===== src/hw/tmrctl_defines.svh =====
// Purpose: offsets, bit positions and reset values of the timer run/overflow control register
// Assumes: 8-bit special-function-register space, bit addresses = byte address + bit index
// Notes: definitions only
`ifndef TMRCTL_DEFINES_SVH
`define TMRCTL_DEFINES_SVH

`define TMRCTL_CTRL_ADDR 8'h88
`define TMRCTL_CTRL_RESET 8'h00
`define TMRCTL_BIT_T1_OVF 7
`define TMRCTL_BIT_T1_RUN 6
`define TMRCTL_BIT_T0_OVF 5
`define TMRCTL_BIT_T0_RUN 4
`define TMRCTL_BIT_E1_FLAG 3
`define TMRCTL_BIT_E1_TYPE 2
`define TMRCTL_BIT_E0_FLAG 1
`define TMRCTL_BIT_E0_TYPE 0
`define TMRCTL_SYNC_STAGES 2

`endif


===== src/hw/tmrctl_pkg.sv =====
// Purpose: shared types of the timer run/overflow control block
// Assumes: nothing beyond the defines header
// Notes: constants live in tmrctl_defines.svh
package tmrctl_pkg;
	typedef logic [7:0] tmrctl_byte_t;
	typedef logic [1:0] tmrctl_pair_t;
	// trigger kind held in the type-select bits
	typedef enum logic {
		TMRCTL_LEVEL = 1'b0,
		TMRCTL_EDGE = 1'b1
	} tmrctl_trig_t;
endpackage


===== src/hw/tmrctl_eirq_if.sv =====
// Purpose: carries external-interrupt detection between control logic and detector
// Assumes: index 0 is interrupt zero, index 1 is interrupt one
// Notes: trig_event is a level in level mode, a one-cycle pulse in edge mode
`timescale 1ns/100ps
interface tmrctl_eirq_if;
	tmrctl_pkg::tmrctl_pair_t edge_mode;
	tmrctl_pkg::tmrctl_pair_t trig_event;
	modport ctrl (output edge_mode, input trig_event);
	modport det (input edge_mode, output trig_event);
endinterface


===== src/hw/tmrctl_eirq_det.sv =====
// Purpose: synchronise the two external-interrupt pins and detect level or falling edge
// Assumes: pins are active low; polarity selection lies outside this block
// Notes: two-flop synchroniser per pin, edge found on the second flop only
`timescale 1ns/100ps
`include "tmrctl_defines.svh"
module tmrctl_eirq_det #(
	parameter int SYNC_STAGES = `TMRCTL_SYNC_STAGES
) (
	input wire logic clk_sys_i,
	input wire logic nrst_i,
	input wire logic [1:0] pin_n_i,
	tmrctl_eirq_if.det eirq
);
	// the edge finder taps the second flop, so other depths are not served
	if (SYNC_STAGES != 2) begin : g_bad_stages
		$error("tmrctl_eirq_det: only two synchroniser stages are supported");
	end

	genvar g;
	generate
		for (g = 0; g < 2; g++) begin : g_chan
			logic meta_q;
			logic sync_q;
			logic prev_q;
			always_ff @(posedge clk_sys_i or negedge nrst_i) begin
				if (!nrst_i) begin
					meta_q <= 1'b1;
					sync_q <= 1'b1;
					prev_q <= 1'b1;
				end else begin
					meta_q <= pin_n_i[g];
					sync_q <= meta_q;
					prev_q <= sync_q;
				end
			end
			// edge mode: falling edge pulse; level mode: active-low level
			assign eirq.trig_event[g] = eirq.edge_mode[g] ? (prev_q & ~sync_q) : ~sync_q;
		end
	endgenerate
endmodule


===== src/hw/tmrctl_top.sv =====
// Purpose: timer run/overflow control register with external-interrupt flags
// Assumes: overflow and vector strobes come from logic on clk_sys_i, one cycle each
// Notes: byte and single-bit access over the special-function-register bus
// Contract
// - Timer one overflow sets its overflow flag; it stays set until cleared.
// - Timer zero overflow sets its overflow flag; it stays set until cleared.
// - Overflow flags clear by firmware writing zero or on vectoring to their routine.
// - Timer one counts only while its run bit is one.
// - Timer zero counts only while its run bit is one.
// - Eight-bit bit-addressable register at 0x88, fixed bit layout, resets to zero.
// - Interrupt-one flag sets on selected edge or level; edge mode clears on vectoring.
// - Type bit zero means level triggered, one means edge triggered.
`timescale 1ns/100ps
`include "tmrctl_defines.svh"
module tmrctl_top #(
	parameter logic [7:0] CTRL_ADDR = `TMRCTL_CTRL_ADDR
) (
	input wire logic clk_sys_i,
	input wire logic nrst_i,
	input wire logic [7:0] sfr_addr_i,
	input wire logic [7:0] sfr_wdata_i,
	input wire logic sfr_wr_i,
	input wire logic sfr_rd_i,
	input wire logic [7:0] sfr_bit_addr_i,
	input wire logic sfr_bit_wdata_i,
	input wire logic sfr_bit_wr_i,
	input wire logic sfr_bit_rd_i,
	output logic [7:0] sfr_rdata_o,
	input wire logic timer_zero_ovf_i,
	input wire logic timer_one_ovf_i,
	input wire logic vec_timer_zero_i,
	input wire logic vec_timer_one_i,
	input wire logic vec_ext_irq_zero_i,
	input wire logic vec_ext_irq_one_i,
	input wire logic ext_irq_zero_input_n_i,
	input wire logic ext_irq_one_input_n_i,
	output logic timer_zero_run_o,
	output logic timer_one_run_o,
	output logic timer_zero_overflow_flag_o,
	output logic timer_one_overflow_flag_o,
	output logic ext_irq_zero_flag_o,
	output logic ext_irq_one_flag_o
);
	tmrctl_pkg::tmrctl_byte_t ctrl_img;
	tmrctl_pkg::tmrctl_byte_t wr_en;
	tmrctl_pkg::tmrctl_byte_t wr_val;
	tmrctl_pkg::tmrctl_byte_t rdata_q;
	tmrctl_pkg::tmrctl_byte_t rdata_d;
	logic ext_one_vec_clr;
	logic ext_zero_vec_clr;
	logic bit_rd_val;
	logic byte_hit;
	logic bit_hit;
	logic [2:0] bit_idx;
	logic timer_one_overflow_flag_q;
	logic timer_one_run_q;
	logic timer_zero_overflow_flag_q;
	logic timer_zero_run_q;
	logic ext_irq_one_flag_q;
	logic ext_irq_one_type_q;
	logic ext_irq_zero_flag_q;
	logic ext_irq_zero_type_q;

	tmrctl_eirq_if eirq ();

	tmrctl_eirq_det #(
		.SYNC_STAGES(`TMRCTL_SYNC_STAGES)
	) u_det (
		.clk_sys_i(clk_sys_i),
		.nrst_i(nrst_i),
		.pin_n_i({ext_irq_one_input_n_i, ext_irq_zero_input_n_i}),
		.eirq(eirq)
	);

	assign eirq.edge_mode = {ext_irq_one_type_q, ext_irq_zero_type_q};

	// vectoring clears an external flag only in edge mode; level flags are firmware's
	assign ext_one_vec_clr = vec_ext_irq_one_i && ext_irq_one_type_q;
	assign ext_zero_vec_clr = vec_ext_irq_zero_i && ext_irq_zero_type_q;

	// bit addressing needs the register on an eight-byte boundary
	if (CTRL_ADDR[2:0] != 3'h0) begin : g_bad_addr
		$error("tmrctl_top: control register must sit on an eight-byte boundary");
	end

	// bit addresses CTRL_ADDR..CTRL_ADDR+7 map onto bits 0..7
	assign byte_hit = (sfr_addr_i == CTRL_ADDR);
	assign bit_hit = (sfr_bit_addr_i[7:3] == CTRL_ADDR[7:3]);
	assign bit_idx = sfr_bit_addr_i[2:0];

	always_comb begin
		wr_en = 8'h00;
		wr_val = ctrl_img;
		if (sfr_wr_i && byte_hit) begin
			wr_en = 8'hFF;
			wr_val = sfr_wdata_i;
		end else if (sfr_bit_wr_i && bit_hit) begin
			wr_en[bit_idx] = 1'b1;
			wr_val[bit_idx] = sfr_bit_wdata_i;
		end
	end

	// register image assembled from the position defines
	always_comb begin
		ctrl_img = 8'h00;
		ctrl_img[`TMRCTL_BIT_T1_OVF] = timer_one_overflow_flag_q;
		ctrl_img[`TMRCTL_BIT_T1_RUN] = timer_one_run_q;
		ctrl_img[`TMRCTL_BIT_T0_OVF] = timer_zero_overflow_flag_q;
		ctrl_img[`TMRCTL_BIT_T0_RUN] = timer_zero_run_q;
		ctrl_img[`TMRCTL_BIT_E1_FLAG] = ext_irq_one_flag_q;
		ctrl_img[`TMRCTL_BIT_E1_TYPE] = ext_irq_one_type_q;
		ctrl_img[`TMRCTL_BIT_E0_FLAG] = ext_irq_zero_flag_q;
		ctrl_img[`TMRCTL_BIT_E0_TYPE] = ext_irq_zero_type_q;
	end

	// set first: an overflow in the clearing cycle must not be lost
	always_ff @(posedge clk_sys_i or negedge nrst_i) begin
		if (!nrst_i)
			timer_one_overflow_flag_q <= 1'b0;
		else if (timer_one_ovf_i)
			timer_one_overflow_flag_q <= 1'b1;
		else if (vec_timer_one_i)
			timer_one_overflow_flag_q <= 1'b0;
		else if (wr_en[`TMRCTL_BIT_T1_OVF])
			timer_one_overflow_flag_q <= wr_val[`TMRCTL_BIT_T1_OVF];
	end

	always_ff @(posedge clk_sys_i or negedge nrst_i) begin
		if (!nrst_i)
			timer_zero_overflow_flag_q <= 1'b0;
		else if (timer_zero_ovf_i)
			timer_zero_overflow_flag_q <= 1'b1;
		else if (vec_timer_zero_i)
			timer_zero_overflow_flag_q <= 1'b0;
		else if (wr_en[`TMRCTL_BIT_T0_OVF])
			timer_zero_overflow_flag_q <= wr_val[`TMRCTL_BIT_T0_OVF];
	end

	// run bits change only by firmware; a timer stops on the edge after the clear
	always_ff @(posedge clk_sys_i or negedge nrst_i) begin
		if (!nrst_i)
			timer_one_run_q <= 1'b0;
		else if (wr_en[`TMRCTL_BIT_T1_RUN])
			timer_one_run_q <= wr_val[`TMRCTL_BIT_T1_RUN];
	end

	always_ff @(posedge clk_sys_i or negedge nrst_i) begin
		if (!nrst_i)
			timer_zero_run_q <= 1'b0;
		else if (wr_en[`TMRCTL_BIT_T0_RUN])
			timer_zero_run_q <= wr_val[`TMRCTL_BIT_T0_RUN];
	end

	// a type change steers the detector from the following edge on
	always_ff @(posedge clk_sys_i or negedge nrst_i) begin
		if (!nrst_i)
			ext_irq_one_type_q <= 1'b0;
		else if (wr_en[`TMRCTL_BIT_E1_TYPE])
			ext_irq_one_type_q <= wr_val[`TMRCTL_BIT_E1_TYPE];
	end

	always_ff @(posedge clk_sys_i or negedge nrst_i) begin
		if (!nrst_i)
			ext_irq_zero_type_q <= 1'b0;
		else if (wr_en[`TMRCTL_BIT_E0_TYPE])
			ext_irq_zero_type_q <= wr_val[`TMRCTL_BIT_E0_TYPE];
	end

	// in level mode the flag re-sets while the input stays active
	always_ff @(posedge clk_sys_i or negedge nrst_i) begin
		if (!nrst_i)
			ext_irq_one_flag_q <= 1'b0;
		else if (eirq.trig_event[1])
			ext_irq_one_flag_q <= 1'b1;
		else if (ext_one_vec_clr)
			ext_irq_one_flag_q <= 1'b0;
		else if (wr_en[`TMRCTL_BIT_E1_FLAG])
			ext_irq_one_flag_q <= wr_val[`TMRCTL_BIT_E1_FLAG];
	end

	always_ff @(posedge clk_sys_i or negedge nrst_i) begin
		if (!nrst_i)
			ext_irq_zero_flag_q <= 1'b0;
		else if (eirq.trig_event[0])
			ext_irq_zero_flag_q <= 1'b1;
		else if (ext_zero_vec_clr)
			ext_irq_zero_flag_q <= 1'b0;
		else if (wr_en[`TMRCTL_BIT_E0_FLAG])
			ext_irq_zero_flag_q <= wr_val[`TMRCTL_BIT_E0_FLAG];
	end

	// byte read wins over a same-cycle bit read; unmapped reads give zero
	assign bit_rd_val = bit_hit & ctrl_img[bit_idx];

	always_comb begin
		rdata_d = rdata_q;
		if (sfr_rd_i)
			rdata_d = byte_hit ? ctrl_img : 8'h00;
		else if (sfr_bit_rd_i)
			rdata_d = {7'h00, bit_rd_val};
	end

	// held until the next read strobe, so the core may sample it late
	always_ff @(posedge clk_sys_i or negedge nrst_i) begin
		if (!nrst_i)
			rdata_q <= `TMRCTL_CTRL_RESET;
		else
			rdata_q <= rdata_d;
	end

	assign sfr_rdata_o = rdata_q;
	assign timer_one_run_o = timer_one_run_q;
	assign timer_zero_run_o = timer_zero_run_q;
	assign timer_one_overflow_flag_o = timer_one_overflow_flag_q;
	assign timer_zero_overflow_flag_o = timer_zero_overflow_flag_q;
	assign ext_irq_one_flag_o = ext_irq_one_flag_q;
	assign ext_irq_zero_flag_o = ext_irq_zero_flag_q;
endmodule


===== config.mk =====
export PLATFORM = sky130hd
export DESIGN_NAME = tmrctl_top
export DESIGN_NICKNAME = d
export VERILOG_FILES = /design/src/hw/tmrctl_pkg.sv /design/src/hw/tmrctl_eirq_if.sv /design/src/hw/tmrctl_eirq_det.sv /design/src/hw/tmrctl_top.sv
export VERILOG_INCLUDE_DIRS = /design/src /design/src/hw
export SDC_FILE = /design/constraint.sdc
export NUM_CORES = 1
export LEC_CHECK = 0
export BUFFER_PORTS_ARGS = -buffer_cell sky130_fd_sc_hd__buf_2
export CAP_MARGIN = 10
export CORE_UTILIZATION = 46
export CTS_CLUSTER_DIAMETER = 200
export DETAILED_ROUTE_END_ITERATION = 7
export PLACE_DENSITY = 0.79
export SLEW_MARGIN = 20
export SYNTH_ARGS = -nofsm -noshare
export SYNTH_HDL_FRONTEND = slang
export SYNTH_SLANG_ARGS = --single-unit

===== constraint.sdc =====
create_clock -name clk_sys_i -period 1.51 [get_ports clk_sys_i]
set_input_delay 0.2265 -clock clk_sys_i [delete_from_list [all_inputs] [get_ports clk_sys_i]]
set_output_delay 0.2265 -clock clk_sys_i [all_outputs]
set_load 0.01 [all_outputs]

==> results.md, run 1 <==
- Effective utilization at floorplan: between 50% and 60%
- Crit Path Max Fanout: 5
- Site Rows: 17
- Vias/cell: between 5 and 6
- Slew @ Worst Pin: between 400 and 500 ps
- Run status: completed
- Post-synthesis sequential area ratio: approximately 48%
- Largest net degree at the start of global routing: 23
- DRC viols: 0
- Main area contributors after synthesis: dfrtp_1, dfstp_2, a22o_1
- Post-Syn Area: between 0.001 and 0.0015 sq mm
- HP Start: vec_timer_zero_i
- Clock transition at path regs: approximately 140 ps
- Max_cap viols: 0
- Inserted Diodes: 0
- Avg Synthesized Cell Area: 11.8 sq um
- CTS Sinks: 22
- Overflow left after global routing: 0
- Detailed Routing Iterations Pass 1: 4
- Most common cell after layout, fill and taps aside: buf_2
- Fmax: ~780 MHz
- Post-route cell area: around 0.0017 sq mm
- Initial antenna violation count: 0
- Crit. End Element: flip-flop
- Tmin final: 1290 ps
- Core ar.: between 0.002 and 0.0025 sq mm
- Clock latency on the worst-skew pair: 320 ps
- Reg2reg end: sfr_rdata_o[0]$_DFFE_PN0P_
- Post-synth ARST share: 100%
- Final setup fails: 0
- Hold-fix buffers, CTS: 3
- # placed instances: approximately 190
- R2R Path Start: timer_zero_overflow_flag_o$_DFFE_PN0P_
- Area after DPL: 0.00158 sq mm
- Vias in the first global route: approximately 1100
- Final GP Congestion: 0.864
- Via count: 1144
- CTS buffer count: 3
- Area growth, synth to finish: 42.5%
- Yosys warnings: 0
- WP data arrival: 1520 ps
- Fin util: slightly above 70%
- Hold Path Sink: timer_zero_overflow_flag_o$_DFFE_PN0P_
- Main flop type after synthesis: dfrtp_1
- Top-area cell type share of the netlist area: about 34%
- DR iter-0 viols: between 40 and 50
- CTS tree: yes
- Syn Inst Count: between 90 and 100
- Area occupied by multi-input gates: approximately 590 sq um
- Gr usage total: 25.6%
- First-pass GRT wire length: around 5000 um
- Post-synth net total: approximately 140
- Worst vdd ir: 0.000663 V
- Die W: about 52 um
- Flip-flop and latch area: between 500 and 600 sq um
- Worst endpoint required time: 1740 ps
- Final WL: between 3000 and 4000 um
- EDFF count, synth: 0
- Non-Filler Instances: roughly 200
- Post-DP HPWL: roughly 2600 um
- Most frequent cells in the layout: buf_2, buf_4, dfrtp_1, nand2_1, a22o_1
- Synth Register Bits: 22
- Post-CTS Setup Bufs: 0
- Worst hold path type: input port to flip-flop
- Ports: 53
- RSZ-0062 raised after global routing: false
- PortBufs: 52
- Netlist cell types: 35
- Root Buffer: clkbuf_4
- Slew Viols, Final: 0
- Largest area contributor in the netlist: dfrtp_1
- Drt wl/cell: 15.8 um
- Pwr/cell area: just under 800 mW/mm^2
- Tcrit/Tclk final: roughly 85%
- Leak: around 0.78 nW
- Die area: approximately 0.0027 sq mm
- Clock H-tree levels: 1
- Slew HR: ~70%
- DIE HEIGHT: approximately 52 um
- FILL cells: about 180
- Antenna-violating nets left: 0
- Setup Crit Path Kind: input port to flip-flop
- Clock buffer depth: 2
- Layout cell share with drive strength beyond 1: 52.0%
- Worst setup SP type: input port
- # nets final: around 210
- Clock skew: approximately 15 ps
- Worst reg2reg setup slack: approximately 280 ps
- Final Hold Viols: 0
- Post_cts resized: 0
- Worst r2r path cells: 3
- Hold Path Stages: 2
stage by stage:
| stage | setup TNS [ps] | setup slack (ps) | power (mW) | hold slack [ps] |
|---|---|---|---|---|
| 6_report | 0 | 222 | 1.32 | 69.7 |
| 5_1_grt | 0 | 148 | 1.38 | 71.9 |
| 4_1_cts | 0 | 216 | 1.33 | 72.4 |
| 3_5_place_dp | -376 | -120 | 0.863 | 210 |
| 3_3_place_gp | -239 | -82.8 | 0.855 | 204 |
| 2_1_floorplan | 0 | 24.7 | 0.722 | -69.1 |
cell families after synthesis:
| logic type | after synthesis | share of synthesized area (%) |
|---|---|---|
| simple gates | 38 | 22.8 |
| compound gates | 26 | 18.7 |
| mux | 8 | 8.99 |
| flops | 22 | 47.8 |
| buf+inv | 5 | 1.71 |
where the power goes:
group          leakage [nW]  total, mW  internal (mW)  switching (mW)
clock                0.0279      0.460          0.268           0.192
combinational         0.485      0.217          0.116           0.100
sequential            0.269      0.642          0.620          0.0225
registers in the layout, indices dropped and copies added, names as in the netlist:
register / cells
ext_irq_one_type_q: 1
timer_zero_run_o: 1
u_det.g_chan.sync_q: 2
ext_irq_zero_type_q: 1
sfr_rdata_o: 8
timer_one_run_o: 1
ext_irq_zero_flag_o: 1
u_det.g_chan.prev_q: 2
ext_irq_one_flag_o: 1
u_det.g_chan.meta_q: 2
timer_one_overflow_flag_o: 1
timer_zero_overflow_flag_o: 1
final cells by class:
type | instances | share of cell area (%)
Multi-Input combinational cell | 72 | 35.5
Sequential cell | 22 | 33.5
Timing Repair Buffer | 72 | 25.1
Tap cell | 28 | 2.10
Clock inverter | 1 | 1.80
Clock buffer | 3 | 1.35
Inverter | 3 | 0.676
worst max-delay path: stages:
cell,delay [ps]
buf_2,100
nand4bb_4,210
or4_4,470
o311a_1,340
o211ai_1,170
metal layers:
layer  routed length, um  global-route usage, %
met3                 267                   4.93
met4                  93                   8.77
met2                1590                   44.3
met1                1230                   31.5
met5                   0                      0
cell usage after synthesis, types with 2 or more instances:
library cell	instances
a22o_1	7
a41oi_1	2
and3_1	2
dfrtp_1	16
dfstp_2	6
inv_1	3
mux2i_1	6
mux4_2	2
nand2_1	8
nand2b_1	3
nand4_1	2
nor2_1	3
nor2b_1	3
nor4_1	5
nor4b_2	2
o211a_1	2
o21ai_1	5
o311a_1	2
o31ai_1	3
or3_1	2
worst max-delay path by stage:
stage	start	end	slack, ps
after floorplan	sfr_bit_addr_i[4]	ext_irq_zero_flag_o$_DFFE_PN0P_	20
after global placement	sfr_bit_addr_i[4]	ext_irq_zero_flag_o$_DFFE_PN0P_	-80
after detailed placement	sfr_bit_addr_i[4]	ext_irq_one_flag_o$_DFFE_PN0P_	-120
after CTS	sfr_bit_addr_i[6]	ext_irq_one_flag_o$_DFFE_PN0P_	220
after global routing	sfr_bit_addr_i[4]	ext_irq_one_flag_o$_DFFE_PN0P_	150
final	sfr_bit_addr_i[6]	ext_irq_one_flag_o$_DFFE_PN0P_	220
Note: power is estimated with default switching activity, not from simulation.
==> inputs of run 2 (changes only) <==
- CORE_UTILIZATION: 46 -> 49
- PLACE_DENSITY: 0.79 -> 0.83
- clock period: 1.51 -> 1.5 ns (I/O delays scaled with it)
==> run 2 against run 1 <==
Net effect:
- combinational power is 3% lower
- power down 9.6%
- clock power shrank 28%
- largest cell class unchanged
- first-iteration DRC count decreased by 29%
==> results.md, run 2 (synthesized netlist as in run 1, its figures left out) <==
- Run status: completed
- Post-route cell area: 0.00164 sq mm (-1.4%)
- Largest net degree at the start of global routing: 23 (unchanged)
- Leak: 0.769 nW (-1.7%)
- Clock transition at path regs: 130 ps (about the same)
- Worst r2r path cells: 3 (unchanged)
- # nets final: 212 (-0.47%)
- RSZ-0062 raised after global routing: false
- Clock latency on the worst-skew pair: 320 ps (about the same)
- Pwr/cell area: 727 mW/mm^2 (-8.3%)
- Clock buffer depth: 2 (unchanged)
- Post-DP HPWL: 2480 um (-3.6%)
- Worst endpoint required time: 1700 ps (-40 ps)
- CTS Sinks: 22 (unchanged)
- Slew HR: 64.0% (-4.0 points)
- Final setup fails: 0 (unchanged)
- Clock skew: 9.83 ps (-4.91 ps)
- CTS buffer count: 3 (unchanged)
- WP data arrival: 1540 ps (+20 ps)
- Number of flip-flops in the largest register: 8 (unchanged)
- Tcrit/Tclk final: 89.8%
- Ports: 53 (unchanged)
- Final Hold Viols: 0 (unchanged)
- HP Start: vec_timer_zero_i
- Tmin final: 1350 ps
- FILL cells: 173 (-2.8%)
- Crit. End Element: flip-flop
- Site Rows: 17 (unchanged)
- Detailed Routing Iterations Pass 1: 4 (unchanged)
- Slew Viols, Final: 0 (unchanged)
- Die area: 0.00258 sq mm (-5.9%)
- Slew @ Worst Pin: 538 ps (+57.8 ps)
- Area after DPL: 0.00158 sq mm (-0.47%)
- Overflow left after global routing: 0 (unchanged)
- R2R Path Start: timer_zero_run_o$_DFFE_PN0P_
- Inserted Diodes: 0 (unchanged)
- Worst hold path type: input port to flip-flop
- Max_cap viols: 0 (unchanged)
- Vias/cell: 5.76 (+1.2%)
- Gr usage total: 25.7% (+0.059 points)
- Setup TNS: 0 ps (unchanged)
- DIE HEIGHT: 50.8 um (-3.0%)
- PortBufs: 52 (unchanged)
- Core ar.: 0.00223 sq mm (-2.8%)
- Initial antenna violation count: 0 (unchanged)
- Area growth, synth to finish: 40.5%
- DRC viols: 0 (unchanged)
- Die W: 50.8 um (-3.0%)
- Drt wl/cell: 15.6 um (-1.6%)
- Final GP Congestion: 0.884 (+2.3%)
- Most frequent cells in the layout: buf_2, dfrtp_1, buf_4, nand2_1, a22o_1
- Setup Crit Path Kind: input port to flip-flop
- Effective utilization at floorplan: 52.3% (+1.5 points)
- DR iter-0 viols: 30 (-29%)
- Final WL: 3120 um (-2.0%)
- Layout cell share with drive strength beyond 1: 51.7% (-0.28 points)
- Fmax: between 700 and 800 MHz
- Non-Filler Instances: 200 (-0.50%)
- Crit Path Max Fanout: 3 (-2)
- Fin util: 73.5% (+1.0 points)
- Vias in the first global route: 1084 (-2.4%)
- # placed instances: 193 (-0.52%)
- Most common cell after layout, fill and taps aside: buf_2
- Root Buffer: clkbuf_4
- First-pass GRT wire length: 4860 um (-2.2%)
- Clock H-tree levels: 1 (unchanged)
- Worst vdd ir: 0.000723 V (+9.0%)
- Via count: 1152 (+0.70%)
- Hold Path Stages: 2 (unchanged)
- Post-CTS Setup Bufs: 0 (unchanged)
- Worst setup SP type: input port
- Crit. Startpoint: sfr_bit_addr_i[4]
- Antenna-violating nets left: 0 (unchanged)
- CTS tree: yes
[run 2: timing repair]
action	in CTS	in global routing
hold endpoints to repair	18	0
hold buffers	3	0
gates resized for setup	0	0
[run 2: critical path: stages]
cell and delay (ps):
buf_2 100, or3b_1 420, or3_1 400, a41oi_1 280, o221ai_2 120
[run 2: routing by layer]
metal	global-route usage (%)	vias up	wire length [um]
li1	-	538	-
met1	30.3	544	1250
met2	46.2	58	1600
met3	5.06	12	209
met4	8.80	0	55
met5	0	-	0
[run 2: stage by stage]
step                      setup slack [ps]  hold WS [ps]  total power [mW]
after floorplan                       16.2         -70.6             0.727
after global placement               -92.9           197             0.853
after detailed placement              -149           205             0.864
after CTS                              184          71.9              1.20
after global routing                   148          84.1              1.24
final                                  154          70.2              1.19
[run 2: power by group]
part           switching, mW  internal (mW)  total (mW)
logic                 0.0970          0.114       0.211
clock network          0.185          0.148       0.333
registers             0.0253          0.624       0.649
[run 2: final cells by class]
| class | instances | area (sq um) | share of cell area, % |
|---|---|---|---|
| timing repair buffer | 71 | 410 | 25.0 |
| sequential | 22 | 558 | 34.0 |
| tap | 28 | 35.0 | 2.13 |
| inverter | 3 | 11.3 | 0.686 |
| multi-input combinational | 72 | 591 | 36.0 |
| clock buffer | 4 | 36.3 | 2.21 |
[run 2: final timing paths]
path	endpoint	slack (ps)
worst max-delay path	ext_irq_zero_flag_o$_DFFE_PN0P_	150
worst min-delay path	timer_zero_overflow_flag_o$_DFFE_PN0P_	70
worst max register to register	sfr_rdata_o[0]$_DFFE_PN0P_	260
worst min register to register	u_det.g_chan[0].sync_q$_DFF_PN1_	360
max in group asynchronous	u_det.g_chan[1].prev_q$_DFF_PN1_	760
min in group asynchronous	sfr_rdata_o[3]$_DFFE_PN0P_	380
==> inputs of run 3 (changes only) <==
- CELL_PAD_IN_SITES_DETAIL_PLACEMENT: unset -> 1
- CELL_PAD_IN_SITES_GLOBAL_PLACEMENT: unset -> 1
- CORE_ASPECT_RATIO: unset -> 0.5
- CORE_UTILIZATION: 49 -> 37
- CTS_CLUSTER_DIAMETER: 200 -> unset
- PLACE_DENSITY: 0.83 -> unset
- PLACE_DENSITY_LB_ADDON: unset -> 0.1
==> run 3 against run 2 <==
Net effect:
- non-clock buffer count up 1
- global-route usage down 2.1 points
- worst setup slack worse by 38 ps
- utilization down 13 points
- sequential power about the same
- die area up 32%
- maximum frequency down 2.7%
- largest power group unchanged
- register-to-register slack about the same
- clock power up 33%
- first-iteration DRC count up 70%
- routed wire length up 13%
- clock-buffer cell count unchanged
- critical path type unchanged
==> results.md, run 3 (synthesized netlist as in run 1, its figures left out) <==
- Overflow left after global routing: 0 (unchanged)
- Fmax: 722 MHz (-2.7%)
- Worst hold path type: input port to flip-flop
- Worst reg2reg setup slack: 250 ps (about the same)
- Worst vdd ir: 0.000513 V (-29%)
- Area growth, synth to finish: 43.3%
- Tmin final: 1380 ps (+37.9 ps)
- Met2 WL: 1600 um (-0.31%)
- Uppermost routed layer: met4
- Effective utilization at floorplan: 42.0% (-10 points)
- Cell Chain, Critical Path: buf_2 -> or3b_1 -> or3_1 -> a41oi_1 -> o211ai_1
- Setup TNS: 0 ps (unchanged)
- Slew HR: 65.8% (+1.9 points)
- Drt wl/cell: 16.8 um (+8.0%)
- Comb power frac: 16.8% (-0.9 points)
- Non-Filler Instances: 210 (+5.0%)
- Clock transition at path regs: 80 ps (-50 ps)
- CTS buffer count: 3 (unchanged)
- Crit Path Max Fanout: 5 (+2)
- Crit. Startpoint: sfr_bit_addr_i[4]
- Final setup fails: 0 (unchanged)
- Post_cts resized: 0 (unchanged)
- First-pass GRT wire length: 5940 um (+22%)
- Clock Power Share: 33.8% (+5.9 points)
- Setup Crit Path Kind: input port to flip-flop
- Internal: 0.973 mW (+9.8%)
- Leak: 0.783 nW (+1.9%)
- R2R Path Start: timer_zero_overflow_flag_o$_DFFE_PN0P_
- Most frequent cells in the layout: buf_2, buf_4, dfrtp_1, nand2_1, a22o_1
- Sequential power share: 49.4% (-5.0 points)
- Vias in the first global route: 1250 (+15%)
- Met3 routed WL: 199 um (-4.8%)
- Initial antenna violation count: 0 (unchanged)
- Inserted Diodes: 0 (unchanged)
- Clock H-tree levels: 1 (unchanged)
- Delay of the slowest critical-path stage: 460 ps (+40 ps)
- HP Start: ext_irq_zero_input_n_i
- Hold Path Sink: u_det.g_chan[0].meta_q$_DFF_PN1_
- CP bufs+invs: 1 (unchanged)
- Slew Viols, Final: 0 (unchanged)
- PortBufs: 52 (unchanged)
- Area after DPL: 0.00161 sq mm (+2.1%)
- Site Rows: 13 (-4)
- Switching part of the total: 25.6% (-0.11 points)
- Worst r2r path cells: 3 (unchanged)
- Clock latency on the worst-skew pair: 270 ps (-50 ps)
- Number of flip-flops in the largest register: 8 (unchanged)
- Largest net degree at the start of global routing: 23 (unchanged)
- Crit. End Element: flip-flop
- Antenna-violating nets left: 0 (unchanged)
- Clock skew: 2.16 ps (-7.67 ps)
- Pwr/cell area: 781 mW/mm^2 (+7.5%)
- Core ar.: 0.00278 sq mm (+25%)
- Post-DP HPWL: 2890 um (+16%)
- Psw: 0.335 mW (+9.2%)
- DRC viols: 0 (unchanged)
- Reg2reg end: sfr_rdata_o[0]$_DFFE_PN0P_
- Slew @ Worst Pin: 512 ps (-25.9 ps)
- Most common cell after layout, fill and taps aside: buf_2
- CTS tree: yes
- Worst endpoint required time: 1650 ps (-50 ps)
- Final Hold Viols: 0 (unchanged)
- Run status: completed
- CTS Sinks: 22 (unchanged)
- Hold Path Stages: 1 (-1)
- # nets final: 213 (+0.47%)
- RSZ-0062 raised after global routing: false
- Vias/cell: 5.55 (-3.7%)
- Tcrit/Tclk final: 92.3% (+2.5 points)
- DIE HEIGHT: 41.7 um (-18%)
- # placed instances: 205 (+6.2%)
- Final total power: 1.31 mW (+9.6%)
- WP data arrival: 1530 ps (about the same)
- Max_cap viols: 0 (unchanged)
- Detailed Routing Iterations Pass 1: 4 (unchanged)
- Worst setup SP type: input port
- Root Buffer: clkbuf_8
- Crit path max-delay family: simple AND/OR/NAND/NOR gates
- Layout cell share with drive strength beyond 1: 53.2% (+1.4 points)
- Gr usage total: 23.6% (-2.1 points)
- Via count: 1165 (+1.1%)
- Post-route cell area: 0.00167 sq mm (+2.0%)
- Ports: 53 (unchanged)
- Die W: 81.5 um (+60%)
- Final WL: 3530 um (+13%)
- CP max stage cell: or3b_1
- Wl on met1: 1730 um (+38%)
- DR iter-0 viols: 51 (+70%)
- Clock buffer depth: 2 (unchanged)
- Die area: 0.00340 sq mm (+32%)
- Final GP Congestion: 0.817 (-7.6%)
## run 3: timing repair
item,in CTS,in global routing
hold buffers,1,0
hold endpoints to repair,16,0
setup buffers,0,0
## run 3: layer usage
metal	track usage, %	up-vias
met5	0	-
met4	3.57	0
met3	5.71	4
met2	39.0	43
met1	31.6	580
li1	-	538
## run 3: how the worst max path moves through the flow
stage	cells past startpoint	to	slack (ps)
after detailed placement	5	ext_irq_zero_flag_o$_DFFE_PN0P_	-170
final	5	ext_irq_one_flag_o$_DFFE_PN0P_	120
after floorplan	4	ext_irq_zero_flag_o$_DFFE_PN0P_	20
after global routing	5	ext_irq_one_flag_o$_DFFE_PN0P_	1
after global placement	5	ext_irq_zero_flag_o$_DFFE_PN0P_	-130
after CTS	5	ext_irq_one_flag_o$_DFFE_PN0P_	110
## run 3: per-stage QoR
step / utilization [%] / hold slack, ps / worst slack [ps]
4_1_cts: 60.2 / 44.9 / 111
6_report: 60.2 / 46.4 / 116
5_1_grt: 60.2 / 34.7 / 1.50
3_5_place_dp: 57.8 / 221 / -173
3_3_place_gp: 57.8 / 211 / -130
2_1_floorplan: - / -70.6 / 16.2
## run 3: power groups by stage
| stage | Clock [mW] | Sequential (mW) | Combinational, mW |
|---|---|---|---|
| 3_3_place_gp | 0 | 0.657 | 0.209 |
| 5_1_grt | 0.474 | 0.650 | 0.240 |
| 6_report | 0.442 | 0.647 | 0.219 |
| 4_1_cts | 0.444 | 0.647 | 0.221 |
| 3_5_place_dp | 0 | 0.657 | 0.217 |
| 2_1_floorplan | 0 | 0.657 | 0.0703 |
## run 3: final cells by class
class,instances,area (sq um)
well taps,37,46.3
multi-input cells,72,591
fillers,338,1110
flip-flops and latches,22,558
inverters,3,11.3
repair buffers,72,413
clock buffers,4,55.1
